[src/logic/afets_map.svh]
// register offsets, field positions, reset values and timing counts
// assumes an apb slave with 32-bit data, one byte register per word
// How it works
// - one global enable bit gates all timed switching
// - period is n+1 base periods, base = clock/16384
// - amplifier group starts after programmed delay ticks, tick = clock/128
// - amplifier group stays on for programmed duration ticks, then off
// - reference output has own delay and duration, same scheme
// - all timed dacs share one delay and one duration
// - comparator has own delay and duration, same scheme
// - mask bit7 comparator, bits6..3 dac3..0, bits2..0 amp2..0
// - second mask bit7 selects reference output; other bits absent
// - global enable clear: masks ignored, manual bits rule targets
// - global enable set: masked target follows sequencer only
// - global enable set: unmasked amplifier follows its manual bit
// - global enable set: unmasked dac disabled, output grounded
// - reference follows its enable bit 4, or sequencer when masked
// - reference select 00/01 internal, 10 supply, 11 floating
// - dac mode 00 hi-z off, 01/11 on, 10 grounded off
// - code bits 11..4 from high byte, 3..0 from low upper nibble
// - unimplemented bits read zero and ignore writes
// - at period end tick and base counts clear to zero, new period begins
`ifndef AFETS_MAP_SVH
`define AFETS_MAP_SVH
`define AFETS_OFS_PERIOD 12'h000
`define AFETS_OFS_AMP_DLY 12'h004
`define AFETS_OFS_AMP_DUR 12'h008
`define AFETS_OFS_REF_DLY 12'h00c
`define AFETS_OFS_REF_DUR 12'h010
`define AFETS_OFS_DAC_DLY 12'h014
`define AFETS_OFS_DAC_DUR 12'h018
`define AFETS_OFS_CMP_DLY 12'h01c
`define AFETS_OFS_CMP_DUR 12'h020
`define AFETS_OFS_TMASK 12'h024
`define AFETS_OFS_RMASK 12'h028
`define AFETS_OFS_REFCTL 12'h02c
`define AFETS_OFS_CMPCTL 12'h030
`define AFETS_OFS_AMP_BASE 12'h040
`define AFETS_OFS_DAC_BASE 12'h080
`define AFETS_DAC_STRIDE 12'h010
`define AFETS_DAC_OFS_MODE 12'h000
`define AFETS_DAC_OFS_LO 12'h004
`define AFETS_DAC_OFS_HI 12'h008
`define AFETS_BIT_GEN 7
`define AFETS_BIT_REFMASK 7
`define AFETS_BIT_REFEN 4
`define AFETS_BIT_AMPEN 5
`define AFETS_BIT_CMP_MANUAL_ENABLE 4
`define AFETS_MASK_PERIOD 8'h8f
`define AFETS_MASK_REFMASK 8'h80
`define AFETS_MASK_REFCTL 8'h13
`define AFETS_MASK_DACMODE 8'h03
`define AFETS_MASK_DACLO 8'hf0
`define AFETS_RST_REG 8'h00
`define AFETS_TICK_DIV 128
`define AFETS_BASE_DIV 16384
`endif

[src/logic/afets_pkg.sv]
// types for the measurement timing sequencer
package afets_pkg;
  typedef enum logic [1:0] {
    AFETS_REF_INT0 = 2'b00,
    AFETS_REF_INT1 = 2'b01,
    AFETS_REF_SUPPLY = 2'b10,
    AFETS_REF_FLOAT = 2'b11
  } afets_ref_sel_t;
  typedef enum logic [1:0] {
    AFETS_SEQ_IDLE = 2'b00,
    AFETS_SEQ_RUN = 2'b01
  } afets_seq_state_t;
  typedef struct packed {
    logic [3:0] dac_on;
    logic [3:0] dac_ground;
    logic [2:0] amp_on;
    logic cmp_on;
    logic ref_out_on;
    logic ref_use_int;
    logic ref_use_supply;
  } afets_analog_t;
endpackage

[src/logic/afets_sequencer.sv]
// measurement timing sequencer with apb register file
// assumes a 20 mhz pclk and analog macros that sample enables statically
`timescale 1ns/10ps
`include "afets_map.svh"
module afets_sequencer #(
  parameter int TICK_DIV = `AFETS_TICK_DIV,
  parameter int BASE_DIV = `AFETS_BASE_DIV
) (
  input wire logic pclk,
  input wire logic presetn,
  input wire logic psel,
  input wire logic penable,
  input wire logic pwrite,
  input wire logic [11:0] paddr,
  input wire logic [31:0] pwdata,
  output logic [31:0] prdata,
  output logic pready,
  output logic pslverr,
  output afets_pkg::afets_analog_t analog_ctl,
  output logic [3:0][11:0] dac_code
);
  import afets_pkg::*;

  logic [7:0] period_ff, amp_dly_ff, amp_dur_ff, ref_dly_ff, ref_dur_ff;
  logic [7:0] dac_dly_ff, dac_dur_ff, cmp_dly_ff, cmp_dur_ff;
  logic [7:0] tmask_ff, rmask_ff, refctl_ff, cmpctl_ff;
  logic [2:0][7:0] ampctl_ff;
  logic [3:0][7:0] dmode_ff, dlo_ff, dhi_ff;
  logic [3:0][11:0] dcode_ff;
  logic wr_en, rd_en, hit;
  logic [7:0] rd_byte;
  logic gen;

  assign wr_en = psel & penable & pwrite;
  assign rd_en = psel & ~penable & ~pwrite;
  assign gen = period_ff[`AFETS_BIT_GEN];

  // single-word decode shared by reads and writes
  always_comb begin
    hit = 1'b1;
    case (paddr)
      `AFETS_OFS_PERIOD: rd_byte = period_ff;
      `AFETS_OFS_AMP_DLY: rd_byte = amp_dly_ff;
      `AFETS_OFS_AMP_DUR: rd_byte = amp_dur_ff;
      `AFETS_OFS_REF_DLY: rd_byte = ref_dly_ff;
      `AFETS_OFS_REF_DUR: rd_byte = ref_dur_ff;
      `AFETS_OFS_DAC_DLY: rd_byte = dac_dly_ff;
      `AFETS_OFS_DAC_DUR: rd_byte = dac_dur_ff;
      `AFETS_OFS_CMP_DLY: rd_byte = cmp_dly_ff;
      `AFETS_OFS_CMP_DUR: rd_byte = cmp_dur_ff;
      `AFETS_OFS_TMASK: rd_byte = tmask_ff;
      `AFETS_OFS_RMASK: rd_byte = rmask_ff;
      `AFETS_OFS_REFCTL: rd_byte = refctl_ff;
      `AFETS_OFS_CMPCTL: rd_byte = cmpctl_ff;
      default: begin
        rd_byte = 8'h00;
        hit = 1'b0;
      end
    endcase
    for (int i = 0; i < 3; i++) begin
      if (paddr == `AFETS_OFS_AMP_BASE + 12'(4 * i)) begin
        rd_byte = ampctl_ff[i];
        hit = 1'b1;
      end
    end
    for (int m = 0; m < 4; m++) begin
      if (paddr == `AFETS_OFS_DAC_BASE + 12'(16 * m) + `AFETS_DAC_OFS_MODE) begin
        rd_byte = dmode_ff[m];
        hit = 1'b1;
      end
      if (paddr == `AFETS_OFS_DAC_BASE + 12'(16 * m) + `AFETS_DAC_OFS_LO) begin
        rd_byte = dlo_ff[m];
        hit = 1'b1;
      end
      if (paddr == `AFETS_OFS_DAC_BASE + 12'(16 * m) + `AFETS_DAC_OFS_HI) begin
        rd_byte = dhi_ff[m];
        hit = 1'b1;
      end
    end
  end

  // zero-wait slave: answer registered during setup, ready in access
  always_ff @(posedge pclk or negedge presetn) begin
    if (!presetn) begin
      prdata <= 32'h0000_0000;
      pready <= 1'b0;
      pslverr <= 1'b0;
    end else begin
      pready <= psel & ~penable;
      pslverr <= psel & ~penable & ~hit;
      if (rd_en) begin
        prdata <= {24'h00_0000, rd_byte};
      end
    end
  end

  // masks drop unimplemented bits on write
  always_ff @(posedge pclk or negedge presetn) begin
    if (!presetn) begin
      period_ff <= `AFETS_RST_REG;
      amp_dly_ff <= `AFETS_RST_REG;
      amp_dur_ff <= `AFETS_RST_REG;
      ref_dly_ff <= `AFETS_RST_REG;
      ref_dur_ff <= `AFETS_RST_REG;
      dac_dly_ff <= `AFETS_RST_REG;
      dac_dur_ff <= `AFETS_RST_REG;
      cmp_dly_ff <= `AFETS_RST_REG;
      cmp_dur_ff <= `AFETS_RST_REG;
      tmask_ff <= `AFETS_RST_REG;
      rmask_ff <= `AFETS_RST_REG;
      refctl_ff <= `AFETS_RST_REG;
      cmpctl_ff <= `AFETS_RST_REG;
    end else if (wr_en) begin
      case (paddr)
        `AFETS_OFS_PERIOD:
          period_ff <= pwdata[7:0] & `AFETS_MASK_PERIOD;
        `AFETS_OFS_AMP_DLY: amp_dly_ff <= pwdata[7:0];
        `AFETS_OFS_AMP_DUR: amp_dur_ff <= pwdata[7:0];
        `AFETS_OFS_REF_DLY: ref_dly_ff <= pwdata[7:0];
        `AFETS_OFS_REF_DUR: ref_dur_ff <= pwdata[7:0];
        `AFETS_OFS_DAC_DLY: dac_dly_ff <= pwdata[7:0];
        `AFETS_OFS_DAC_DUR: dac_dur_ff <= pwdata[7:0];
        `AFETS_OFS_CMP_DLY: cmp_dly_ff <= pwdata[7:0];
        `AFETS_OFS_CMP_DUR: cmp_dur_ff <= pwdata[7:0];
        `AFETS_OFS_TMASK: tmask_ff <= pwdata[7:0];
        `AFETS_OFS_RMASK:
          rmask_ff <= pwdata[7:0] & `AFETS_MASK_REFMASK;
        `AFETS_OFS_REFCTL:
          refctl_ff <= pwdata[7:0] & `AFETS_MASK_REFCTL;
        `AFETS_OFS_CMPCTL: cmpctl_ff <= pwdata[7:0] & 8'h10;
        default: ;
      endcase
    end
  end

  genvar g;
  generate
    for (g = 0; g < 3; g++) begin : g_amp
      always_ff @(posedge pclk or negedge presetn) begin
        if (!presetn) begin
          ampctl_ff[g] <= `AFETS_RST_REG;
        end else if (wr_en && paddr == `AFETS_OFS_AMP_BASE + 12'(4 * g)) begin
          ampctl_ff[g] <= pwdata[7:0] & 8'h20;
        end
      end
    end
    for (g = 0; g < 4; g++) begin : g_dac
      localparam logic [11:0] BASE = `AFETS_OFS_DAC_BASE + 12'(16 * g);
      always_ff @(posedge pclk or negedge presetn) begin
        if (!presetn) begin
          dmode_ff[g] <= `AFETS_RST_REG;
          dlo_ff[g] <= `AFETS_RST_REG;
          dhi_ff[g] <= `AFETS_RST_REG;
          dcode_ff[g] <= 12'h000;
        end else if (wr_en) begin
          if (paddr == BASE + `AFETS_DAC_OFS_MODE) begin
            dmode_ff[g] <= pwdata[7:0] & `AFETS_MASK_DACMODE;
          end
          if (paddr == BASE + `AFETS_DAC_OFS_LO) begin
            dlo_ff[g] <= pwdata[7:0] & `AFETS_MASK_DACLO;
          end
          // low byte must come first; the high write commits both
          if (paddr == BASE + `AFETS_DAC_OFS_HI) begin
            dhi_ff[g] <= pwdata[7:0];
            dcode_ff[g] <= {pwdata[7:0], dlo_ff[g][7:4]};
          end
        end
      end
    end
  endgenerate

  // tick and base prescalers from one counter; base divides by tick
  logic [13:0] pre_ff;
  logic tick, base;
  always_ff @(posedge pclk or negedge presetn) begin
    if (!presetn) begin
      pre_ff <= 14'h0000;
    end else if (!gen) begin
      pre_ff <= 14'h0000;
    end else begin
      pre_ff <= (pre_ff == 14'(BASE_DIV - 1)) ? 14'h0000 : pre_ff + 14'h0001;
    end
  end
  // tick divider must be a power of two so the low bits alone mark it
  assign tick = gen &&
                ((pre_ff & 14'(TICK_DIV - 1)) == 14'(TICK_DIV - 1));
  assign base = gen && (pre_ff == 14'(BASE_DIV - 1));

  afets_seq_state_t state_ff;
  logic [3:0] bcnt_ff;
  logic [8:0] tcnt_ff;
  logic period_end;
  assign period_end = base && (bcnt_ff == period_ff[3:0]);

  always_ff @(posedge pclk or negedge presetn) begin
    if (!presetn) begin
      state_ff <= AFETS_SEQ_IDLE;
      bcnt_ff <= 4'h0;
      tcnt_ff <= 9'h000;
    end else begin
      case (state_ff)
        AFETS_SEQ_IDLE: begin
          bcnt_ff <= 4'h0;
          tcnt_ff <= 9'h000;
          if (gen) begin
            state_ff <= AFETS_SEQ_RUN;
          end
        end
        AFETS_SEQ_RUN: begin
          if (!gen) begin
            state_ff <= AFETS_SEQ_IDLE;
          end else if (period_end) begin
            bcnt_ff <= 4'h0;
            tcnt_ff <= 9'h000;
          end else begin
            if (base) begin
              bcnt_ff <= bcnt_ff + 4'h1;
            end
            if (tick && tcnt_ff != 9'h1ff) begin
              tcnt_ff <= tcnt_ff + 9'h001;
            end
          end
        end
        default: state_ff <= AFETS_SEQ_IDLE;
      endcase
    end
  end

  // window test: on while delay <= ticks < delay + duration
  function automatic logic in_win(input logic [8:0] t, input logic [7:0] d,
                                  input logic [7:0] l);
    logic [8:0] e;
    e = {1'b0, d} + {1'b0, l};
    return (t >= {1'b0, d}) && (t < e);
  endfunction

  logic running, w_amp, w_ref, w_dac, w_cmp;
  assign running = (state_ff == AFETS_SEQ_RUN) && gen;
  assign w_amp = running &&
                 in_win(tcnt_ff, amp_dly_ff, amp_dur_ff);
  assign w_ref = running &&
                 in_win(tcnt_ff, ref_dly_ff, ref_dur_ff);
  assign w_dac = running &&
                 in_win(tcnt_ff, dac_dly_ff, dac_dur_ff);
  assign w_cmp = running &&
                 in_win(tcnt_ff, cmp_dly_ff, cmp_dur_ff);

  afets_analog_t nxt_ana;
  always_comb begin
    for (int n = 0; n < 3; n++) begin
      if (gen && tmask_ff[n]) begin
        nxt_ana.amp_on[n] = w_amp;
      end else begin
        nxt_ana.amp_on[n] = ampctl_ff[n][`AFETS_BIT_AMPEN];
      end
    end
    for (int m = 0; m < 4; m++) begin
      if (gen) begin
        nxt_ana.dac_on[m] = tmask_ff[3+m] & w_dac;
        nxt_ana.dac_ground[m] = ~nxt_ana.dac_on[m];
      end else begin
        nxt_ana.dac_on[m] = dmode_ff[m][0];
        nxt_ana.dac_ground[m] = (dmode_ff[m][1:0] == 2'b10);
      end
    end
    nxt_ana.cmp_on = (gen && tmask_ff[7]) ? w_cmp :
                     cmpctl_ff[`AFETS_BIT_CMP_MANUAL_ENABLE];
    nxt_ana.ref_out_on = (gen && rmask_ff[`AFETS_BIT_REFMASK]) ? w_ref :
                         refctl_ff[`AFETS_BIT_REFEN];
    case (afets_ref_sel_t'(refctl_ff[1:0]))
      AFETS_REF_INT0, AFETS_REF_INT1: begin
        nxt_ana.ref_use_int = 1'b1;
        nxt_ana.ref_use_supply = 1'b0;
      end
      AFETS_REF_SUPPLY: begin
        nxt_ana.ref_use_int = 1'b0;
        nxt_ana.ref_use_supply = 1'b1;
      end
      default: begin
        nxt_ana.ref_use_int = 1'b0;
        nxt_ana.ref_use_supply = 1'b0;
      end
    endcase
  end

  always_ff @(posedge pclk or negedge presetn) begin
    if (!presetn) begin
      analog_ctl <= '0;
      dac_code <= '0;
    end else begin
      analog_ctl <= nxt_ana;
      dac_code <= dcode_ff;
    end
  end

  amp_off_idle_a: assert property (@(posedge pclk) disable iff (!presetn)
    (gen && tmask_ff[0] && !w_amp) |=> !analog_ctl.amp_on[0])
    else $error("masked amplifier on outside its window");
  manual_amp_a: assert property (@(posedge pclk) disable iff (!presetn)
    (!gen) |=> analog_ctl.amp_on[1] == $past(ampctl_ff[1][5]))
    else $error("amplifier ignores manual bit");
  dac_ground_a: assert property (@(posedge pclk) disable iff (!presetn)
    (gen && !tmask_ff[3]) |=> (!analog_ctl.dac_on[0] &&
    analog_ctl.dac_ground[0]))
    else $error("unmasked dac not grounded");
  period_wrap_a: assert property (@(posedge pclk) disable iff (!presetn)
    (running && period_end) |=> (tcnt_ff == 9'h000 && bcnt_ff == 4'h0))
    else $error("period end did not restart counters");
  tick_step_a: assert property (@(posedge pclk) disable iff (!presetn)
    (running && !base && tick && tcnt_ff < 9'h100) |=>
    tcnt_ff == $past(tcnt_ff) + 9'h001)
    else $error("tick count did not advance");
  gen_off_a: assert property (@(posedge pclk) disable iff (!presetn)
    (!gen) |=> (state_ff == AFETS_SEQ_IDLE))
    else $error("sequencer runs while disabled");
  zero_dur_a: assert property (@(posedge pclk) disable iff (!presetn)
    (gen && tmask_ff[7] && cmp_dur_ff == 8'h00) |=> !analog_ctl.cmp_on)
    else $error("zero duration comparator turned on");
  ref_float_a: assert property (@(posedge pclk) disable iff (!presetn)
    (refctl_ff[1:0] == 2'b11) |=> !(analog_ctl.ref_use_int ||
    analog_ctl.ref_use_supply))
    else $error("floating reference still driven");
  code_commit_a: assert property (@(posedge pclk) disable iff (!presetn)
    (wr_en && paddr == `AFETS_OFS_DAC_BASE + `AFETS_DAC_OFS_HI) |=> ##1
    dac_code[0] == {$past(pwdata[7:0], 2), $past(dlo_ff[0][7:4], 2)})
    else $error("dac code not committed from high write");
  dac_mode_a: assert property (@(posedge pclk) disable iff (!presetn)
    (!gen && dmode_ff[2][1:0] == 2'b10) |=> (!analog_ctl.dac_on[2] &&
    analog_ctl.dac_ground[2]))
    else $error("dac mode 10 not grounded");
endmodule

[config.mk]
export PLATFORM = sky130hd
export DESIGN_NAME = afets_sequencer
export DESIGN_NICKNAME = d
export VERILOG_FILES = /design/src/logic/afets_pkg.sv /design/src/logic/afets_sequencer.sv
export VERILOG_INCLUDE_DIRS = /design/src /design/src/logic
export SDC_FILE = /design/constraint.sdc
export NUM_CORES = 1
export LEC_CHECK = 0
export BUFFER_PORTS_ARGS = -buffer_cell sky130_fd_sc_hd__buf_4
export CAP_MARGIN = 20
export CORE_AREA = 3 3 182 184
export CTS_CLUSTER_DIAMETER = 60
export DETAILED_ROUTE_END_ITERATION = 10
export DIE_AREA = 0 0 185 187
export SYNTH_ARGS = -nofsm -noshare
export SYNTH_HDL_FRONTEND = slang
export SYNTH_SLANG_ARGS = --single-unit
[constraint.sdc]
create_clock -name pclk -period 7.35 [get_ports pclk]
set_input_delay 0.735 -clock pclk [delete_from_list [all_inputs] [get_ports pclk]]
set_output_delay 0.735 -clock pclk [all_outputs]
set_load 0.02 [all_outputs]
# Word-level counts from Yosys, hierarchy flattened
# Cells that the tools add are included.
[totals] ff_bits=291 latchBits=0 mem_bits_rw=0 mem_bits_ro=0 in_bits=49 output_inout_bits=97 memories=0
[op_classes] addsub=7 multipliers=0 n_div=0 magnitude_cmp=8 eq_ne=43 shift=0 n_mux=59 bitwise_logic=16 n_reduce_logical=55
[ops] cell="$eq 12x8->1 const B" count=12
[ops] cell="$mux 8" count=15
[ops] cell="$pmux 8 s13" count=1
[ops] cell="$eq 12x6->1 const B" count=5
[ops] cell="$reduce_and 2->1" count=26
[ops] cell="$eq 12x5->1 const B" count=4
[ops] cell="$add 8x8->9" count=4
[ops] cell="$eq 12x7->1 const B" count=3
[ops] cell="$ge 9x8->1" count=4
[ops] cell="$lt 9x9->1" count=4
[ops] cell="$mux 1" count=29
[ops] cell="$mux 14" count=2
[ops] cell="$mux 9" count=3
[ops] cell="$eq 12x4->1 const B" count=2
[ops] cell="$logic_and 1x1->1" count=21
[ops] cell="$pmux 9 s2" count=1
[ops] cell="$add 14x1->14 const B" count=1
[ops] cell="$eq 14x14->1 const B" count=1
[ops] cell="$reduce_or 13->1" count=1
[ops] cell="$eq 12x3->1 const B" count=1
[ops] cell="$logic_not 12->1" count=1
[ops] cell="$mux 4" count=3
[ops] cell="$eq 2x2->1 const B" count=5
[ops] cell="$add 9x1->9 const B" count=1
[ops] cell="16 further kinds" count=38

# Depth between registers and ports, before layout
[logic_depth] ltp_word=20 ltp_mapped=13 ltp_nobuf=13

# Worst setup path after synthesis
# OpenSTA, ideal clock, no wires.
[synth_path] path_type="reg-to-reg" from="register dac_dly_ff[0]" to="register analog_ctl[10] (netlist name)" setup_time_ns=0.138 arrival_ns=3.129 t_required_ns=7.212 slack_ns=4.082 stages_incl_launch_ff=14 synth_period_minus_slack_ns=3.268 path_cell_list="dfrtp_1 ha_1 fa_1 a21o_1 a21oi_1 o21bai_1 a21oi_1 xor2_1 ha_1 o211a_1 a2111oi_0 o21ai_0 a211oi_2 a21oi_1"
[synth_rtl] item="from (decl)" line_no="afets_sequencer.sv:25" rtl="logic [7:0] dac_dly_ff, dac_dur_ff, cmp_dly_ff, cmp_dur_ff;"
[synth_rtl] item="from (signal assigned)" line_no="afets_sequencer.sv:105" rtl="dac_dly_ff <= `AFETS_RST_REG;"
[synth_rtl] item="from (signal assigned)" line_no="afets_sequencer.sv:121" rtl="`AFETS_OFS_DAC_DLY: dac_dly_ff <= pwdata[7:0];"
[synth_rtl] item="to (signal assigned)" line_no="afets_sequencer.sv:291" rtl="analog_ctl <= nxt_ana;"
[synth_rtl] item="to (decl)" line_no="afets_sequencer.sv:19" rtl="output afets_pkg::afets_analog_t analog_ctl,"

==> metrics.md <==
| Metric | Value |
|---|---|
| Num ports | `146` |
| Pwr Density | `202.4 mW/mm²` |
| FF+latch count, synth | `258` |
| Worst relative slew slack | `27.47%` |
| Top-area cell type share of the netlist area | `45.49%` |
| Post-synth ARST share | `100.0%` |
| CTS tree | `yes` |
| Drt initial violations | `1171` |
| Register area share after synthesis | `45.49%` |
| Total clock sinks | `258` |
| Yosys cell types | `83` |
| Final hold violations | `0` |
| Pins Over Slew Limit | `0` |
| Clock transition at the registers of the reported paths | `0.06 ns` |
| Die Ht | `187 µm` |
| Drt pass-1 iters | `5` |
| Die Wd | `185 µm` |
| DRC | `0` |
| Clk_lat worst skew | `0.56 ns` |
| CTS resizes | `0` |
| Final net count | `1538` |
| Core Area | `0.03156 mm²` |
| # setup viols final | `0` |
| Met3 GRT Util | `3.812%` |
| Worst hold path type | `primary input to async pin` |
| GR met2 Demand/Resource | `36.45%` |
| Max-cap viol count | `0` |
| Post-CTS Setup Inserts | `0` |
| Outcome | `finished clean` |
| Post-route ant nets | `0` |
| Kind of launch point of the worst setup path | `flop` |
| Worst clock skew | `0.02051 ns` |
| GR peak layer | `met2` |
| Clock tree buffer depth | `3` |
| First-pass GRT wire length | `62940 µm` |
| Initial core utilization | `44.97%` |
| Critical Path End Type | `flop` |
| # diodes | `0` |
| EDFF count, synth | `0` |
| WS Path Type | `flop to flop` |
| Post-layout util | `51.19%` |
| Cell taking the most area after synthesis | `dfrtp_1` |
| Most frequent cells in the layout | `dfrtp_1, mux2_2, buf_4` |
| Mapped Area | `0.01419 mm²` |
| Die area | `0.03460 mm²` |
| Vias | `10720` |
| Final Critical Period | `4.171 ns` |
| I/O Buffers | `97` |
| RSZ-0062 raised after global routing | `no` |
| Total GRT Usage | `23.44%` |
| Cell count of the worst reg-to-reg path | `13` |
| Fill cells | `2878` |
| Mux contribution to synthesized area | `11.92%` |
| RD Place Congestion | `0.9459` |
| Vias in the first global route | `10310` |
| HPWL after DPL | `29130 µm` |
| Avg Inst Size Synth | `10.81 µm²` |
| Largest family of logic cells by synthesized area | `compound AO/OA/AOI/OAI gates` |
| Fraction of layout cells with a size suffix above 1 | `22.83%` |
| Fin crit share | `56.75%` |
| Highest clock rate | `239.7 MHz` |
| Capturing point of the worst reg2reg path | `analog_ctl[7]` |
| Synth Area in Adders | `9.557%` |
| # hold bufs at CTS | `0` |
| Peak supply drop | `0.1611 mV` |
| Grt ovf | `0` |
| Compound-gate portion of the synthesized area | `13.04%` |
| Setup tns final | `0 ns` |
| Post-synthesis simple-gate area fraction | `12.27%` |
| Top FF cell, synth | `dfrtp_1` |
| Synth Instances | `1313` |
| WP data required | `7.74 ns` |
| # rows | `65` |
| CTS root buf | `clkbuf_16` |
| GR Util met1 | `34.31%` |
| Vias/cell | `5.928` |
| Drt total wl | `41090 µm` |
| TritonCTS Buffers | `29` |
| Routed len/inst | `22.73 µm` |
| XOR/XNOR Fraction of Synth Area | `2.839%` |
| Initial antenna violation count | `0` |
| Slew @ Worst Pin | `1.084 ns` |
| R2R setup slack | `3.18 ns` |
| CP max FO | `8` |
| Largest net degree at the start of global routing | `132` |
| Synth top area cells | `dfrtp_1, mux2_2, ha_1` |
| Htree depth | `1` |
| Area Overhead vs Synth | `13.82%` |
| WP data arrival | `4.56 ns` |
| Most common cell after layout, fill and taps aside | `dfrtp_1` |
| Yosys warnings | `0` |
| Reg-to-reg startpoint | `dac_dly_ff[0]` |
| Static leakage | `7.926 nW` |
## worst max path at each step
stage / start / to / slack [ns] / cells past startpoint
finish: dac_dly_ff[0] / analog_ctl[7] / 3.18 / 13
global route: dac_dly_ff[0] / analog_ctl[10] / 3.03 / 13
CTS: dac_dly_ff[0] / analog_ctl[7] / 3.32 / 13
detailed placement: dac_dly_ff[0] / analog_ctl[7] / 3.38 / 13
global placement: dac_dly_ff[0] / analog_ctl[10] / 3.43 / 13
floorplan: dac_dly_ff[0] / analog_ctl[10] / 4.08 / 13
## area by class of cell
type                       count  area [µm²]  area share (%)
tap                          402       503.0           3.114
timing repair buffer         108       828.3           5.128
inverter                      53       198.9           1.232
clock buffer                  38       829.5           5.136
sequential                   258        6456           39.97
multi-input combinational    933        7134           44.17
clock inverter                16       202.7           1.255
## sequential cells by signal (all words and copies together) (netlist names), 9 cells and up
signal	cells
dlo_ff	16
dhi_ff	32
dcode_ff	16
dac_code	48
pre_ff	14
analog_ctl	15
tcnt_ff	9
## critical path, cell delays in order, from the launching register on
cell	delay [ns]
dfrtp_1	0.45
ha_1	0.26
fa_1	0.44
a21o_1	0.18
a21oi_1	0.21
o21bai_1	0.09
a21oi_1	0.22
xor2_1	0.21
ha_1	0.27
o211a_1	0.13
a2111oi_0	0.46
o21ai_0	0.21
a211oi_2	0.70
a21oi_1	0.18
## cell usage after synthesis (21+ instances only)
| library cell | count |
|---|---|
| dfrtp_1 | 258 |
| mux2_2 | 134 |
| ha_1 | 102 |
| nand2_1 | 94 |
| nor2_1 | 77 |
| o21ai_0 | 68 |
| a21oi_1 | 56 |
| inv_1 | 53 |
| clkbuf_1 | 33 |
| xor2_1 | 32 |
| buf_4 | 29 |
| nand3_1 | 28 |
| buf_2 | 21 |
## logic make-up after synthesis
group,Yosys count
fa+ha+maj,106
compound gates,277
flops,258
buf+inv,145
xor+xnor,46
simple gates,328
other cells,1
mux,152
## routing by layer
metal | up-vias | share of wire (%) | wire length (µm)
met5 | - | 0 | 0
met4 | 0 | 2.3 | 952
met3 | 68 | 7.7 | 3154
met2 | 436 | 46 | 18760
met1 | 5357 | 44 | 18220
li1 | 4856 | - | -
## metrics by stage
stage                     worst slack (ns)  power (mW)  area (µm²)  hold WS, ns  instances
after floorplan                      4.082       1.665       14280       0.3486       1336
after global placement               3.432       1.752       15110       0.3581       1752
after detailed placement             3.381       1.756       15120       0.3599       1753
after CTS                            3.324       3.301       16150       0.3018       1807
after global routing                 3.034       3.390       16150       0.3293       1808
final                                3.179       3.269       16150       0.2163       1808
## power by group
group	total, mW	internal [mW]	switching (mW)	leakage (nW)
combinational	0.255	0.0766	0.179	3.99
sequential	1.48	1.45	0.0304	3.43
clock	1.54	0.936	0.600	0.504
Note: power is estimated with default switching activity, not from simulation.
